$ cat config.mk
export PLATFORM = sky130hd
export DESIGN_NAME = dual_modulator
export DESIGN_NICKNAME = d
export VERILOG_FILES = /design/src/verilog/dual_modulator_pkg.sv /design/src/verilog/dual_modulator.sv
export SDC_FILE = /design/constraint.sdc
export NUM_CORES = 1
export LEC_CHECK = 0
export BUFFER_PORTS_ARGS = -buffer_cell sky130_fd_sc_hd__buf_2
export CORE_MARGIN = 10
export CORE_UTILIZATION = 55
export CTS_CLUSTER_SIZE = 16
export DETAILED_ROUTE_END_ITERATION = 6
export PLACE_DENSITY = 0.78
export RECOVER_POWER = 100
export SYNTH_ARGS = -nofsm -noshare
export SYNTH_HDL_FRONTEND = slang
export SYNTH_SLANG_ARGS = --single-unit
$ cat constraint.sdc
create_clock -name mclk -period 1.9 [get_ports mclk]
set_input_delay 0.285 -clock mclk [delete_from_list [all_inputs] [get_ports mclk]]
set_output_delay 0.285 -clock mclk [all_outputs]
set_load 0.05 [all_outputs]
$ cat src/verilog/dual_modulator_pkg.sv
// Package for the dual-output 12-bit modulator: register map, field layout,
// reset values and the control register struct.
// Assumes a byte-wide register port with 16-bit addresses.
package dual_modulator_pkg;

  // Register bus widths
  localparam int ADDR_W = 16;
  localparam int DATA_W = 8;

  // Register byte addresses
  localparam logic [15:0] OFS_A_EXTRA = 16'h7FAA;
  localparam logic [15:0] OFS_A_WIDTH = 16'h7FAB;
  localparam logic [15:0] OFS_B_EXTRA = 16'h7FAC;
  localparam logic [15:0] OFS_B_WIDTH = 16'h7FAD;
  localparam logic [15:0] OFS_CTRL = 16'h7FAE;
  localparam logic [15:0] OFS_PRESCALE = 16'h7FAF;
  localparam logic [15:0] OFS_CLK_SEL = 16'h7FB6;
  localparam logic [15:0] OFS_INT_STATUS = 16'h7FB8;
  localparam logic [15:0] OFS_INT_MASK = 16'h7FB9;

  // Reset values
  localparam logic [7:0] RST_EXTRA = 8'h00;
  localparam logic [7:0] RST_WIDTH = 8'h00;
  localparam logic [7:0] RST_CTRL = 8'h00;
  localparam logic [7:0] RST_PRESCALE = 8'h00;
  localparam logic [7:0] RST_CLK_SEL = 8'h00;
  localparam logic [1:0] RST_INT = 2'h0;

  // Field positions
  localparam int EXTRA_LSB = 4;      // Extra-pulse value sits in bits 7..4
  localparam int CLK_SEL_BIT = 0;    // Count clock select
  localparam int CLK_GAP_BIT = 1;    // Bit that does not exist, reads 0
  localparam int INT_OVERALL_BIT = 0; // Event: overall period ended
  localparam int INT_FUND_BIT = 1;    // Event: fundamental period ended
  localparam int NUM_EVENTS = 2;

  // Fundamental period is (period_field + 1) blocks of 16 ticks; this is the last tick of a block
  localparam logic [3:0] FUND_BLOCK_LAST = 4'hF;
  localparam logic [3:0] EXTRA_LAST = 4'hF;

  // Control register layout, MSB first
  typedef struct packed {
    logic [3:0] period_field;
    logic output_b_run;
    logic output_a_run;
    logic period_overflow_flag;
    logic interrupt_request_enable;
  } ctrl_s;

endpackage : dual_modulator_pkg

$ cat src/verilog/dual_modulator.sv
// Dual-output 12-bit modulator: prescaler, 8-bit fundamental counter,
// 4-bit extra-pulse counter, two outputs with match buffers, interrupt.
// Assumes a byte register port with one-cycle reads and an oscillator
// clock pin that is asynchronous to mclk and much slower than it.
//
// Strobed register access is this design's own decision.
`timescale 1ns/100ps
module dual_modulator
  import dual_modulator_pkg::*;
(
  // Clock and reset
  input wire logic mclk,
  input wire logic rstn,
  // Register port
  input wire logic [ADDR_W-1:0] reg_addr,
  input wire logic [DATA_W-1:0] reg_wdata,
  input wire logic reg_wr,
  input wire logic reg_rd,
  output logic [DATA_W-1:0] reg_rdata,
  // Oscillator clock pin, sampled as data
  input wire logic oscillator_clock,
  // Modulator outputs and interrupt
  output logic output_a,
  output logic output_b,
  output logic irq
);

  // Register state
  logic [3:0] extra_q [2];
  logic [7:0] width_q [2];
  ctrl_s ctrl_q;
  logic [7:0] prescale_q;
  logic [7:0] clk_sel_q;
  logic [NUM_EVENTS-1:0] int_status_q;
  logic [NUM_EVENTS-1:0] int_mask_q;
  logic [DATA_W-1:0] rdata_q;

  // Counting state
  logic [2:0] osc_sync_q;
  logic osc_level_q;
  logic [7:0] pre_cnt_q;
  logic [7:0] fund_cnt_q;
  logic [3:0] extra_cnt_q;
  logic [7:0] buf_q [2];
  logic [1:0] stretch_q;
  logic [1:0] out_q;
  logic irq_q;

  // Decoded strobes and events
  logic wr_ctrl;
  logic rd_status;
  logic running;
  logic [1:0] out_run;
  logic osc_rise;
  logic count_clk;
  logic pre_match;
  logic [7:0] fund_top;
  logic fund_match;
  logic overall_end;
  logic [NUM_EVENTS-1:0] events;

  assign wr_ctrl = reg_wr && (reg_addr == OFS_CTRL);
  assign rd_status = reg_rd && (reg_addr == OFS_INT_STATUS);
  assign out_run = {ctrl_q.output_b_run, ctrl_q.output_a_run};
  assign running = |out_run;

  // Oscillator pin: three flops, a level counts once stages two and three agree
  always_ff @(posedge mclk or negedge rstn) begin
    if (!rstn) begin
      osc_sync_q <= 3'h0;
    end else begin
      osc_sync_q <= {osc_sync_q[1:0], oscillator_clock};
    end
  end

  // Accepted oscillator level
  always_ff @(posedge mclk or negedge rstn) begin
    if (!rstn) begin
      osc_level_q <= 1'b0;
    end else if (osc_sync_q[1] == osc_sync_q[2]) begin
      osc_level_q <= osc_sync_q[2];
    end
  end

  assign osc_rise = (osc_sync_q[1] == osc_sync_q[2]) && osc_sync_q[2] && !osc_level_q;
  // Count clock: system clock when select is 0, oscillator edges when 1
  assign count_clk = clk_sel_q[CLK_SEL_BIT] ? osc_rise : 1'b1;

  // Prescaler: value plus one count clocks per tick
  assign pre_match = count_clk && (pre_cnt_q == prescale_q);
  always_ff @(posedge mclk or negedge rstn) begin
    if (!rstn) begin
      pre_cnt_q <= 8'h00;
    end else if (!running || pre_match) begin
      pre_cnt_q <= 8'h00;
    end else if (count_clk) begin
      pre_cnt_q <= pre_cnt_q + 8'h01;
    end
  end

  // Last count of the fundamental period: (field + 1) * 16 ticks in total
  assign fund_top = {ctrl_q.period_field, FUND_BLOCK_LAST};
  assign fund_match = pre_match && (fund_cnt_q == fund_top);
  assign overall_end = fund_match && (extra_cnt_q == EXTRA_LAST);

  // Fundamental counter, shared by both outputs
  always_ff @(posedge mclk or negedge rstn) begin
    if (!rstn) begin
      fund_cnt_q <= 8'h00;
    end else if (!running || fund_match) begin
      fund_cnt_q <= 8'h00;
    end else if (pre_match) begin
      fund_cnt_q <= fund_cnt_q + 8'h01;
    end
  end

  // Extra-pulse counter: only a module reset clears it
  always_ff @(posedge mclk or negedge rstn) begin
    if (!rstn) begin
      extra_cnt_q <= 4'h0;
    end else if (fund_match) begin
      extra_cnt_q <= extra_cnt_q + 4'h1;
    end
  end

  // Per-output buffer, stretch choice and output pin
  for (genvar i = 0; i < 2; i++) begin : g_out
    logic [3:0] next_extra;
    logic extra_hit;
    assign next_extra = extra_cnt_q + 4'h1;
    // Cycles numbered below the value stretch; the equality marks the last one
    assign extra_hit = (next_extra == extra_q[i]);

    // Match buffer updates only while its output is stopped or at the period start, so a write never glitches a pulse
    always_ff @(posedge mclk or negedge rstn) begin
      if (!rstn) begin
        buf_q[i] <= RST_WIDTH;
      end else if (!out_run[i] || fund_match) begin
        buf_q[i] <= width_q[i];
      end
    end

    // Stretch flag: on for extra counts 0..value-1, off from the match on
    always_ff @(posedge mclk or negedge rstn) begin
      if (!rstn) begin
        stretch_q[i] <= 1'b0;
      end else if (!out_run[i]) begin
        stretch_q[i] <= (extra_q[i] > extra_cnt_q);
      end else if (fund_match) begin
        if (next_extra == 4'h0) begin
          stretch_q[i] <= (extra_q[i] != 4'h0);
        end else if (extra_hit) begin
          stretch_q[i] <= 1'b0;
        end
      end
    end

    // High until the counter meets the buffer, one tick more when stretched
    always_ff @(posedge mclk or negedge rstn) begin
      if (!rstn) begin
        out_q[i] <= 1'b0;
      end else if (!out_run[i]) begin
        out_q[i] <= 1'b0;
      end else begin
        out_q[i] <= (fund_cnt_q < buf_q[i]) || ((fund_cnt_q == buf_q[i]) && stretch_q[i]);
      end
    end
  end

  // Register writes for the plain data registers
  always_ff @(posedge mclk or negedge rstn) begin
    if (!rstn) begin
      extra_q[0] <= RST_EXTRA[7:EXTRA_LSB];
      extra_q[1] <= RST_EXTRA[7:EXTRA_LSB];
      width_q[0] <= RST_WIDTH;
      width_q[1] <= RST_WIDTH;
      prescale_q <= RST_PRESCALE;
      clk_sel_q <= RST_CLK_SEL;
      int_mask_q <= RST_INT;
    end else if (reg_wr) begin
      case (reg_addr)
        OFS_A_EXTRA: extra_q[0] <= reg_wdata[7:EXTRA_LSB];
        OFS_B_EXTRA: extra_q[1] <= reg_wdata[7:EXTRA_LSB];
        OFS_A_WIDTH: width_q[0] <= reg_wdata;
        OFS_B_WIDTH: width_q[1] <= reg_wdata;
        OFS_PRESCALE: prescale_q <= reg_wdata;
        // Software should change the select only while stopped
        OFS_CLK_SEL: clk_sel_q <= reg_wdata & ~(8'h01 << CLK_GAP_BIT);
        OFS_INT_MASK: int_mask_q <= reg_wdata[NUM_EVENTS-1:0];
        default: ;
      endcase
    end
  end

  // Control register; overflow sets over a clearing write in the same cycle
  always_ff @(posedge mclk or negedge rstn) begin
    if (!rstn) begin
      ctrl_q <= ctrl_s'(RST_CTRL);
    end else begin
      if (wr_ctrl) begin
        ctrl_q <= ctrl_s'(reg_wdata);
        ctrl_q.period_overflow_flag <= overall_end || (ctrl_q.period_overflow_flag && reg_wdata[1]);
      end else if (overall_end) begin
        ctrl_q.period_overflow_flag <= 1'b1;
      end
    end
  end

  // Sticky event bits, cleared by a read; a new event beats the clear
  assign events[INT_OVERALL_BIT] = overall_end && ctrl_q.interrupt_request_enable;
  assign events[INT_FUND_BIT] = fund_match;
  always_ff @(posedge mclk or negedge rstn) begin
    if (!rstn) begin
      int_status_q <= RST_INT;
    end else if (rd_status) begin
      int_status_q <= events;
    end else begin
      int_status_q <= int_status_q | events;
    end
  end

  // Interrupt level: flag with enable, or any unmasked sticky event
  always_ff @(posedge mclk or negedge rstn) begin
    if (!rstn) begin
      irq_q <= 1'b0;
    end else begin
      irq_q <= (ctrl_q.period_overflow_flag && ctrl_q.interrupt_request_enable) ||
               (|(int_status_q & int_mask_q));
    end
  end

  // Read data, valid the cycle after the strobe; unmapped reads as zero
  always_ff @(posedge mclk or negedge rstn) begin
    if (!rstn) begin
      rdata_q <= 8'h00;
    end else if (reg_rd) begin
      case (reg_addr)
        OFS_A_EXTRA: rdata_q <= {extra_q[0], 4'h0};
        OFS_B_EXTRA: rdata_q <= {extra_q[1], 4'h0};
        OFS_A_WIDTH: rdata_q <= width_q[0];
        OFS_B_WIDTH: rdata_q <= width_q[1];
        OFS_CTRL: rdata_q <= ctrl_q;
        OFS_PRESCALE: rdata_q <= prescale_q;
        OFS_CLK_SEL: rdata_q <= clk_sel_q;
        OFS_INT_STATUS: rdata_q <= {6'h00, int_status_q};
        OFS_INT_MASK: rdata_q <= {6'h00, int_mask_q};
        default: rdata_q <= 8'h00;
      endcase
    end else begin
      rdata_q <= 8'h00;
    end
  end

  assign reg_rdata = rdata_q;
  assign output_a = out_q[0];
  assign output_b = out_q[1];
  assign irq = irq_q;

endmodule : dual_modulator

==> impl_metrics.csv, run 1 <==
group,metric,value,unit
sta,finalCritPeriodShare,107,%
logic_synthesis,syn_inst,504,
worst_setup_path,endpoint_kind,"register",
route,dr.pass1.iters,5,
clock_tree,cts-root-buf,"clkbuf_8",
cells_and_area,area_growth,22.0,%
worst_setup_path,r2r_end,"buf_q[15]",
clock_tree,max-clock-path-buffers,2,
clock_tree,htree_levels,3,
status,violations,"setup timing",
sta,worst_slew_pin_slew,0.661,ns
die,die-area,14700,um^2
worst_setup_path,worstPathRequired,2.15,ns
worst_setup_path,r2r_cells,7,
cells_and_area,fin_cells,748,
logic_synthesis,syn_area,5630,um^2
sta,drv_slew,0,
worst_setup_path,arrival,2.29,ns
pwr,p_leak,3.44,nW
route,drtIter0Drc,472,
worst_setup_path,crit_end,"buf_q[15]",
worst_setup_path,worstSetupStartpoint,"osc_sync_q[1]",
die,fp.dieW,121,um
route,drc,0,
logic_synthesis,ys_types,53,
sta,setup_ws,-0.135,ns
run,cap_violations,0,
placement,dpl.hpwl,11300,um
clock_tree,clock_latency,0.37,ns
worst_setup_path,reg2reg_from,"osc_sync_q[1]",
sta,grt_setup_unrepaired,"yes",
clock_tree,path_clk_slew,0.10,ns
pwr,ir_worst_vdd,457,uV
sta,whs,0.00742,ns
route,detail_route.wl_per_cell,20.9,um
logic_synthesis,synth_warnings,0,
logic_synthesis,synth_edf_count,0,
clock_tree,numCtsBuffers,9,
logic_synthesis,ys_ff_latch,104,
global_routing,grt_pass1_vias,4858,
logic_synthesis,synth.net_count,561,
worst_hold_path,min_path_cells,1,
die,die_y,121,um
sta,fin_skew,0.0136,ns
cells_and_area,antennaDiodeCount,0,
sta,max_slew_margin,55.8,%
pwr,pwr_density_cell,577,nW/um^2
sta,setup_viol,29,
clock_tree,numClockSinks,104,
cells_and_area,finish.utilization,69.6,%
status,status,"finished, violations left",
cells_and_area,layout.nets,667,
worst_setup_path,startpoint_type,"register",
sta,period_needed,2.04,ns
global_routing,grt_pass1_wl,25300,um
global_routing,globalRouteOverflowTotal,0,
logic_synthesis,synth_ff_type,"dfrtp_1",
route,num_vias,4606,
worst_setup_path,critPathKind,"reg2reg",
pwr,power,3.96,mW
logic_synthesis,async_flop_share,100,%
clock_tree,cts_tree,"done",
placement,dp_cells,723,
route,ant_nets,0,
die,placementRows,36,
die,ios,40,
cells_and_area,drive_above_1_share,34.8,%
die,core_area,9860,um^2
route,drt-vias-per-instance,6.16,
logic_synthesis,ys_seq_area_share,46.3,%
route,drt_wl_total,15700,um
placement,io_buffers,39,
global_routing,grtUsageTotal,21.7,%
sta,hold_viol,0,
global_routing,grt_max_degree,66,
die,start_util,57.0,%
logic_synthesis,syn_area_per_cell,11.2,um^2
sta,fmax,0.491,GHz
placement,gp_congestion,0.942,
worst_setup_path,crit_fanout,8,
worst_setup_path,reg2reg_slack,-0.14,ns
sta,fin_tns_setup,-2.64,ns
global_routing,antenna_found_initial,0,
worst_hold_path,hold_path.class,"in2reg",
-- cell families (layout without fill, tap and decap cells) --
| kind of cell | count (synthesis) | count (layout) | synth area share (%) |
|---|---|---|---|
| buf+inv | 37 | 148 | 2.74 |
| mux | 73 | 73 | 14.5 |
| simple gates | 150 | 150 | 16.0 |
| fa+ha+maj | 28 | 28 | 6.23 |
| xor+xnor | 25 | 25 | 3.89 |
| compound gates | 87 | 87 | 10.4 |
| flops | 104 | 104 | 46.3 |
-- synthesized netlist by cell type (9+ instances only) --
cell / instances / area [um^2]
nor2_1: 26 / 97.6
nand4_1: 12 / 75.1
a22oi_1: 10 / 75.1
nand3_1: 15 / 75.1
a21oi_1: 23 / 115
clkbuf_1: 9 / 33.8
dfrtp_1: 104 / 2600
xor2_1: 19 / 166
nand2b_1: 11 / 68.8
ha_1: 28 / 350
nand2_1: 23 / 86.3
o21ai_0: 17 / 85.1
a31oi_1: 11 / 68.8
mux2_2: 56 / 631
inv_1: 23 / 86.3
-- worst min path at each step --
| stage | slack, ns | to | start |
|---|---|---|---|
| 2_1_floorplan | -0.01 | buf_q[0] | rstn |
| 3_3_place_gp | 0.09 | extra_q[1] | rstn |
| 3_5_place_dp | 0.08 | extra_q[1] | rstn |
| 4_1_cts | 0.008 | osc_sync_q[0] | oscillator_clock |
| 5_1_grt | 0.009 | osc_sync_q[0] | oscillator_clock |
| 6_report | 0.007 | osc_sync_q[0] | oscillator_clock |
-- timing repair --
action / in CTS / in global routing
cloned: 0 / 0
hold endpoints to repair: 66 / 0
hold buffers: 1 / 0
pin swaps: 4 / 3
buffers inserted: 5 / 3
setup endpoints to repair: 26 / 38
resized for setup: 25 / 15
-- report_power, final --
group / total (mW) / internal, mW / switching [mW]
combinational: 0.170 / 0.0607 / 0.109
sequential: 2.22 / 2.22 / 0.00537
clock: 1.56 / 0.783 / 0.781
-- flip-flops by register name, summed over array words and instances (netlist names), 2 cells and up --
signal        flops
buf_q            16
extra_q           8
clk_sel_q         7
int_mask_q        2
pre_cnt_q         8
width_q          16
prescale_q        8
osc_sync_q        3
extra_cnt_q       4
fund_cnt_q        8
reg_rdata         8
ctrl_q            8
stretch_q         2
int_status_q      2
-- critical path, stage by stage (launching register included) --
cell	delay [ns]
dfrtp_1	0.38
ha_2	0.20
nand2b_4	0.07
a2111oi_4	0.35
nand3_2	0.13
or2_4	0.32
nand2_8	0.15
mux2_4	0.32
-- layout by cell type (no fill, tap or decap), drive strengths merged, types with 3 or more instances in the layout --
cell type | synthesis | routed
xor2 | 19 | 19
mux2i | 8 | 8
a22oi | 10 | 10
nor2b | 5 | 5
nor3b | 3 | 3
nand2b | 12 | 12
nor4 | 9 | 9
xnor2 | 6 | 6
nand3b | 3 | 3
inv | 23 | 24
a21oi | 23 | 23
clkbuf | 9 | 11
nand2 | 27 | 27
nand4 | 12 | 12
ha | 28 | 28
and4 | 3 | 3
nor4b | 4 | 4
and3 | 7 | 7
mux2 | 65 | 65
nor2 | 26 | 26
a21boi | 3 | 3
a21o | 5 | 5
or3 | 4 | 4
a31oi | 11 | 11
buf | 5 | 107
o21ai | 18 | 18
dfrtp | 104 | 104
a222oi | 8 | 8
nand3 | 17 | 17
nor3 | 8 | 8
-- metal layers --
layer	wire, um	track usage [%]	up-vias
met4	644	10.4	0
li1	-	-	2071
met3	1050	4.75	56
met1	6280	26.0	2253
met5	0	0	-
met2	7690	36.3	226
-- final cells by class --
cell class	instances	area [um^2]
clock buffers	10	138
clock inverters	6	90.1
flip-flops and latches	104	2600
inverters	23	86.3
repair buffers	109	779
well taps	133	166
fillers	692	3000
multi-input cells	363	3000
-- through the flow --
step | setup slack [ns] | instance area (um^2)
global placement | -0.182 | 6420
CTS | -0.124 | 6790
global route | -0.237 | 6860
detailed placement | -0.229 | 6420
floorplan | -0.0749 | 5630
finish | -0.135 | 6860
(Power assumes the default switching activity.)
==> run 2: changes to the inputs <==
Settings changed: CORE_MARGIN 10 to not set, PLACE_DENSITY 0.78 to 0.77.
==> impl_metrics.csv, run 2 (synthesis results as in run 1) <==
group,metric,value,unit
clock_tree,max-clock-path-buffers,2,
cells_and_area,final.fill_count,726,
worst_setup_path,cp_cell_sequence,"xor2_1 > a2111oi_4 > nand3_2 > or2_4 > nand2_8 > mux2_2",
route,drt-vias-per-instance,6.14,
global_routing,grt_use_met3,7.66,%
sta,setup_ws,-0.157,ns
die,placementRows,36,
die,fp.dieW,103,um
route,drt_wl_total,15100,um
sta,drv_slew,0,
worst_setup_path,arrival,2.32,ns
sta,max_slew_margin,23.3,%
global_routing,grt_pass1_vias,4768,
clock_tree,htree_levels,3,
sta,period_needed,2.06,ns
status,violations,"setup timing",
route,num_vias,4602,
placement,dpl.hpwl,11000,um
status,status,"finished, violations left",
global_routing,grtUsageMet2,51.0,%
pwr,pwr_density_cell,565,nW/um^2
die,start_util,57.0,%
sta,hold_viol,0,
placement,placed_cell_area,6400,um^2
placement,gp_congestion,0.873,
route,dr.pass1.iters,5,
worst_setup_path,critPathMaxStageDelay,0.41,ns
cells_and_area,fin_cells,750,
pwr,ir_worst_vdd,514,uV
cells_and_area,drive_above_1_share,31.8,%
sta,finalCritPeriodShare,108,%
pwr,power_frac_clock,38.0,%
global_routing,grt_max_degree,69,
route,ant_nets,0,
die,die-area,10600,um^2
cells_and_area,mostFrequentLayoutCells,"104 x dfrtp_1, 56 x buf_4, 49 x mux2_2, 27 x ha_1",
clock_tree,cts_tree,"done",
sta,setup_viol,27,
global_routing,grt_most_used_layer,"met2",
cells_and_area,final_common_cell,"dfrtp_1",
worst_setup_path,crit_fanout,8,
placement,dp_cells,724,
route,drtIter0Drc,371,
global_routing,antenna_found_initial,0,
cells_and_area,top_regs,"buf_q (16), width_q (16)",
global_routing,globalRouteOverflowTotal,0,
worst_hold_path,hold_path.class,"in2reg",
clock_tree,numCtsBuffers,9,
pwr,comb_power_share,4.3,%
placement,io_buffers,39,
worst_setup_path,endpoint_kind,"register",
clock_tree,clock_latency,0.36,ns
pwr,p_seq_share,57.7,%
cells_and_area,area_growth,21.2,%
worst_setup_path,worstPathRequired,2.16,ns
pwr,switching_share,22.9,%
pwr,switchingPower,881,uW
die,die_y,103,um
sta,worst_slew_pin_slew,1.15,ns
route,detail_route.wl_per_cell,20.2,um
worst_setup_path,critPathKind,"reg2reg",
worst_setup_path,reg2reg_slack,-0.16,ns
global_routing,grtUsageTotal,29.9,%
sta,fin_skew,0.0141,ns
worst_setup_path,cpMaxStageDelayCell,"dfrtp_1",
pwr,internal_power,2.97,mW
run,cap_violations,0,
worst_setup_path,startpoint_type,"register",
pwr,p_leak,3.36,nW
clock_tree,path_clk_slew,0.11,ns
sta,fmax,0.486,GHz
clock_tree,cts-root-buf,"clkbuf_8",
die,core_area,9860,um^2
cells_and_area,layout.nets,668,
clock_tree,numClockSinks,104,
global_routing,gr-usage-met1,36.6,%
route,drc,0,
cells_and_area,final_area,6820,um^2
global_routing,grt_pass1_wl,23600,um
sta,grt_setup_unrepaired,"yes",
die,ios,40,
-- run 2: cell type report --
type | count | area, um^2 | area share [%]
flip-flops and latches | 104 | 2600 | 38.2
diodes | 1 | 2.50 | 0.0367
clock inverters | 5 | 63.8 | 0.936
multi-input cells | 363 | 3000 | 44.0
repair buffers | 110 | 744 | 10.9
inverters | 23 | 86.3 | 1.27
well taps | 133 | 166 | 2.44
clock buffers | 11 | 151 | 2.22
-- run 2: power by group through the flow --
stage | combinational (mW) | clock [mW] | sequential [mW]
after floorplan | 0.0428 | 0 | 2.27
after global placement | 0.158 | 0 | 2.27
after detailed placement | 0.162 | 0 | 2.27
after CTS | 0.168 | 1.48 | 2.22
after global routing | 0.184 | 1.57 | 2.22
final | 0.165 | 1.46 | 2.22
-- run 2: path summary, 6_finish.rpt --
path,from,to,cells past startpoint
max,pre_cnt_q[7],buf_q[4],6
min in group asynchronous,rstn,extra_cnt_q[3],2
max in group asynchronous,rstn,buf_q[15],3
max reg2reg,pre_cnt_q[7],buf_q[4],6
min reg2reg,osc_sync_q[0],osc_sync_q[1],0
min,oscillator_clock,osc_sync_q[0],1
-- run 2: what timing repair did --
| item | 4_1_cts | 5_1_grt |
|---|---|---|
| resized for setup | 19 | 24 |
| cloned | 1 | 0 |
| hold endpoints to repair | 16 | 0 |
| setup buffers | 2 | 6 |
| pin swaps | 2 | 11 |
| hold buffers | 1 | 0 |
| endpoints found under the setup margin | 26 | 34 |
-- run 2: metrics by stage --
stage	setup TNS, ns	hold WS, ns	utilization (%)	worst slack [ns]	power, mW
after floorplan	-0.640	-0.0106	-	-0.0749	2.31
after global placement	-0.991	0.179	64.9	-0.192	2.42
after detailed placement	-2.81	0.185	64.9	-0.197	2.43
after CTS	-2.06	0.0104	68.3	-0.132	3.87
after global routing	-5.90	0.00764	69.1	-0.234	3.97
final	-2.79	0.0218	69.1	-0.157	3.85
-- run 2: layer usage --
metal	vias to the layer above	wire (um)
met1	2297	6020
met2	189	7600
met5	-	0
met3	52	1020
li1	2064	-
met4	0	484
-- run 2: critical path: cells and delay by family, from the launching register on --
family	cells	cell delay (ns)
AO/OA/AOI/OAI	1	0.38
XOR/XNOR	1	0.19
flip-flops	1	0.41
multiplexers	1	0.36
AND/OR/NAND/NOR	3	0.61
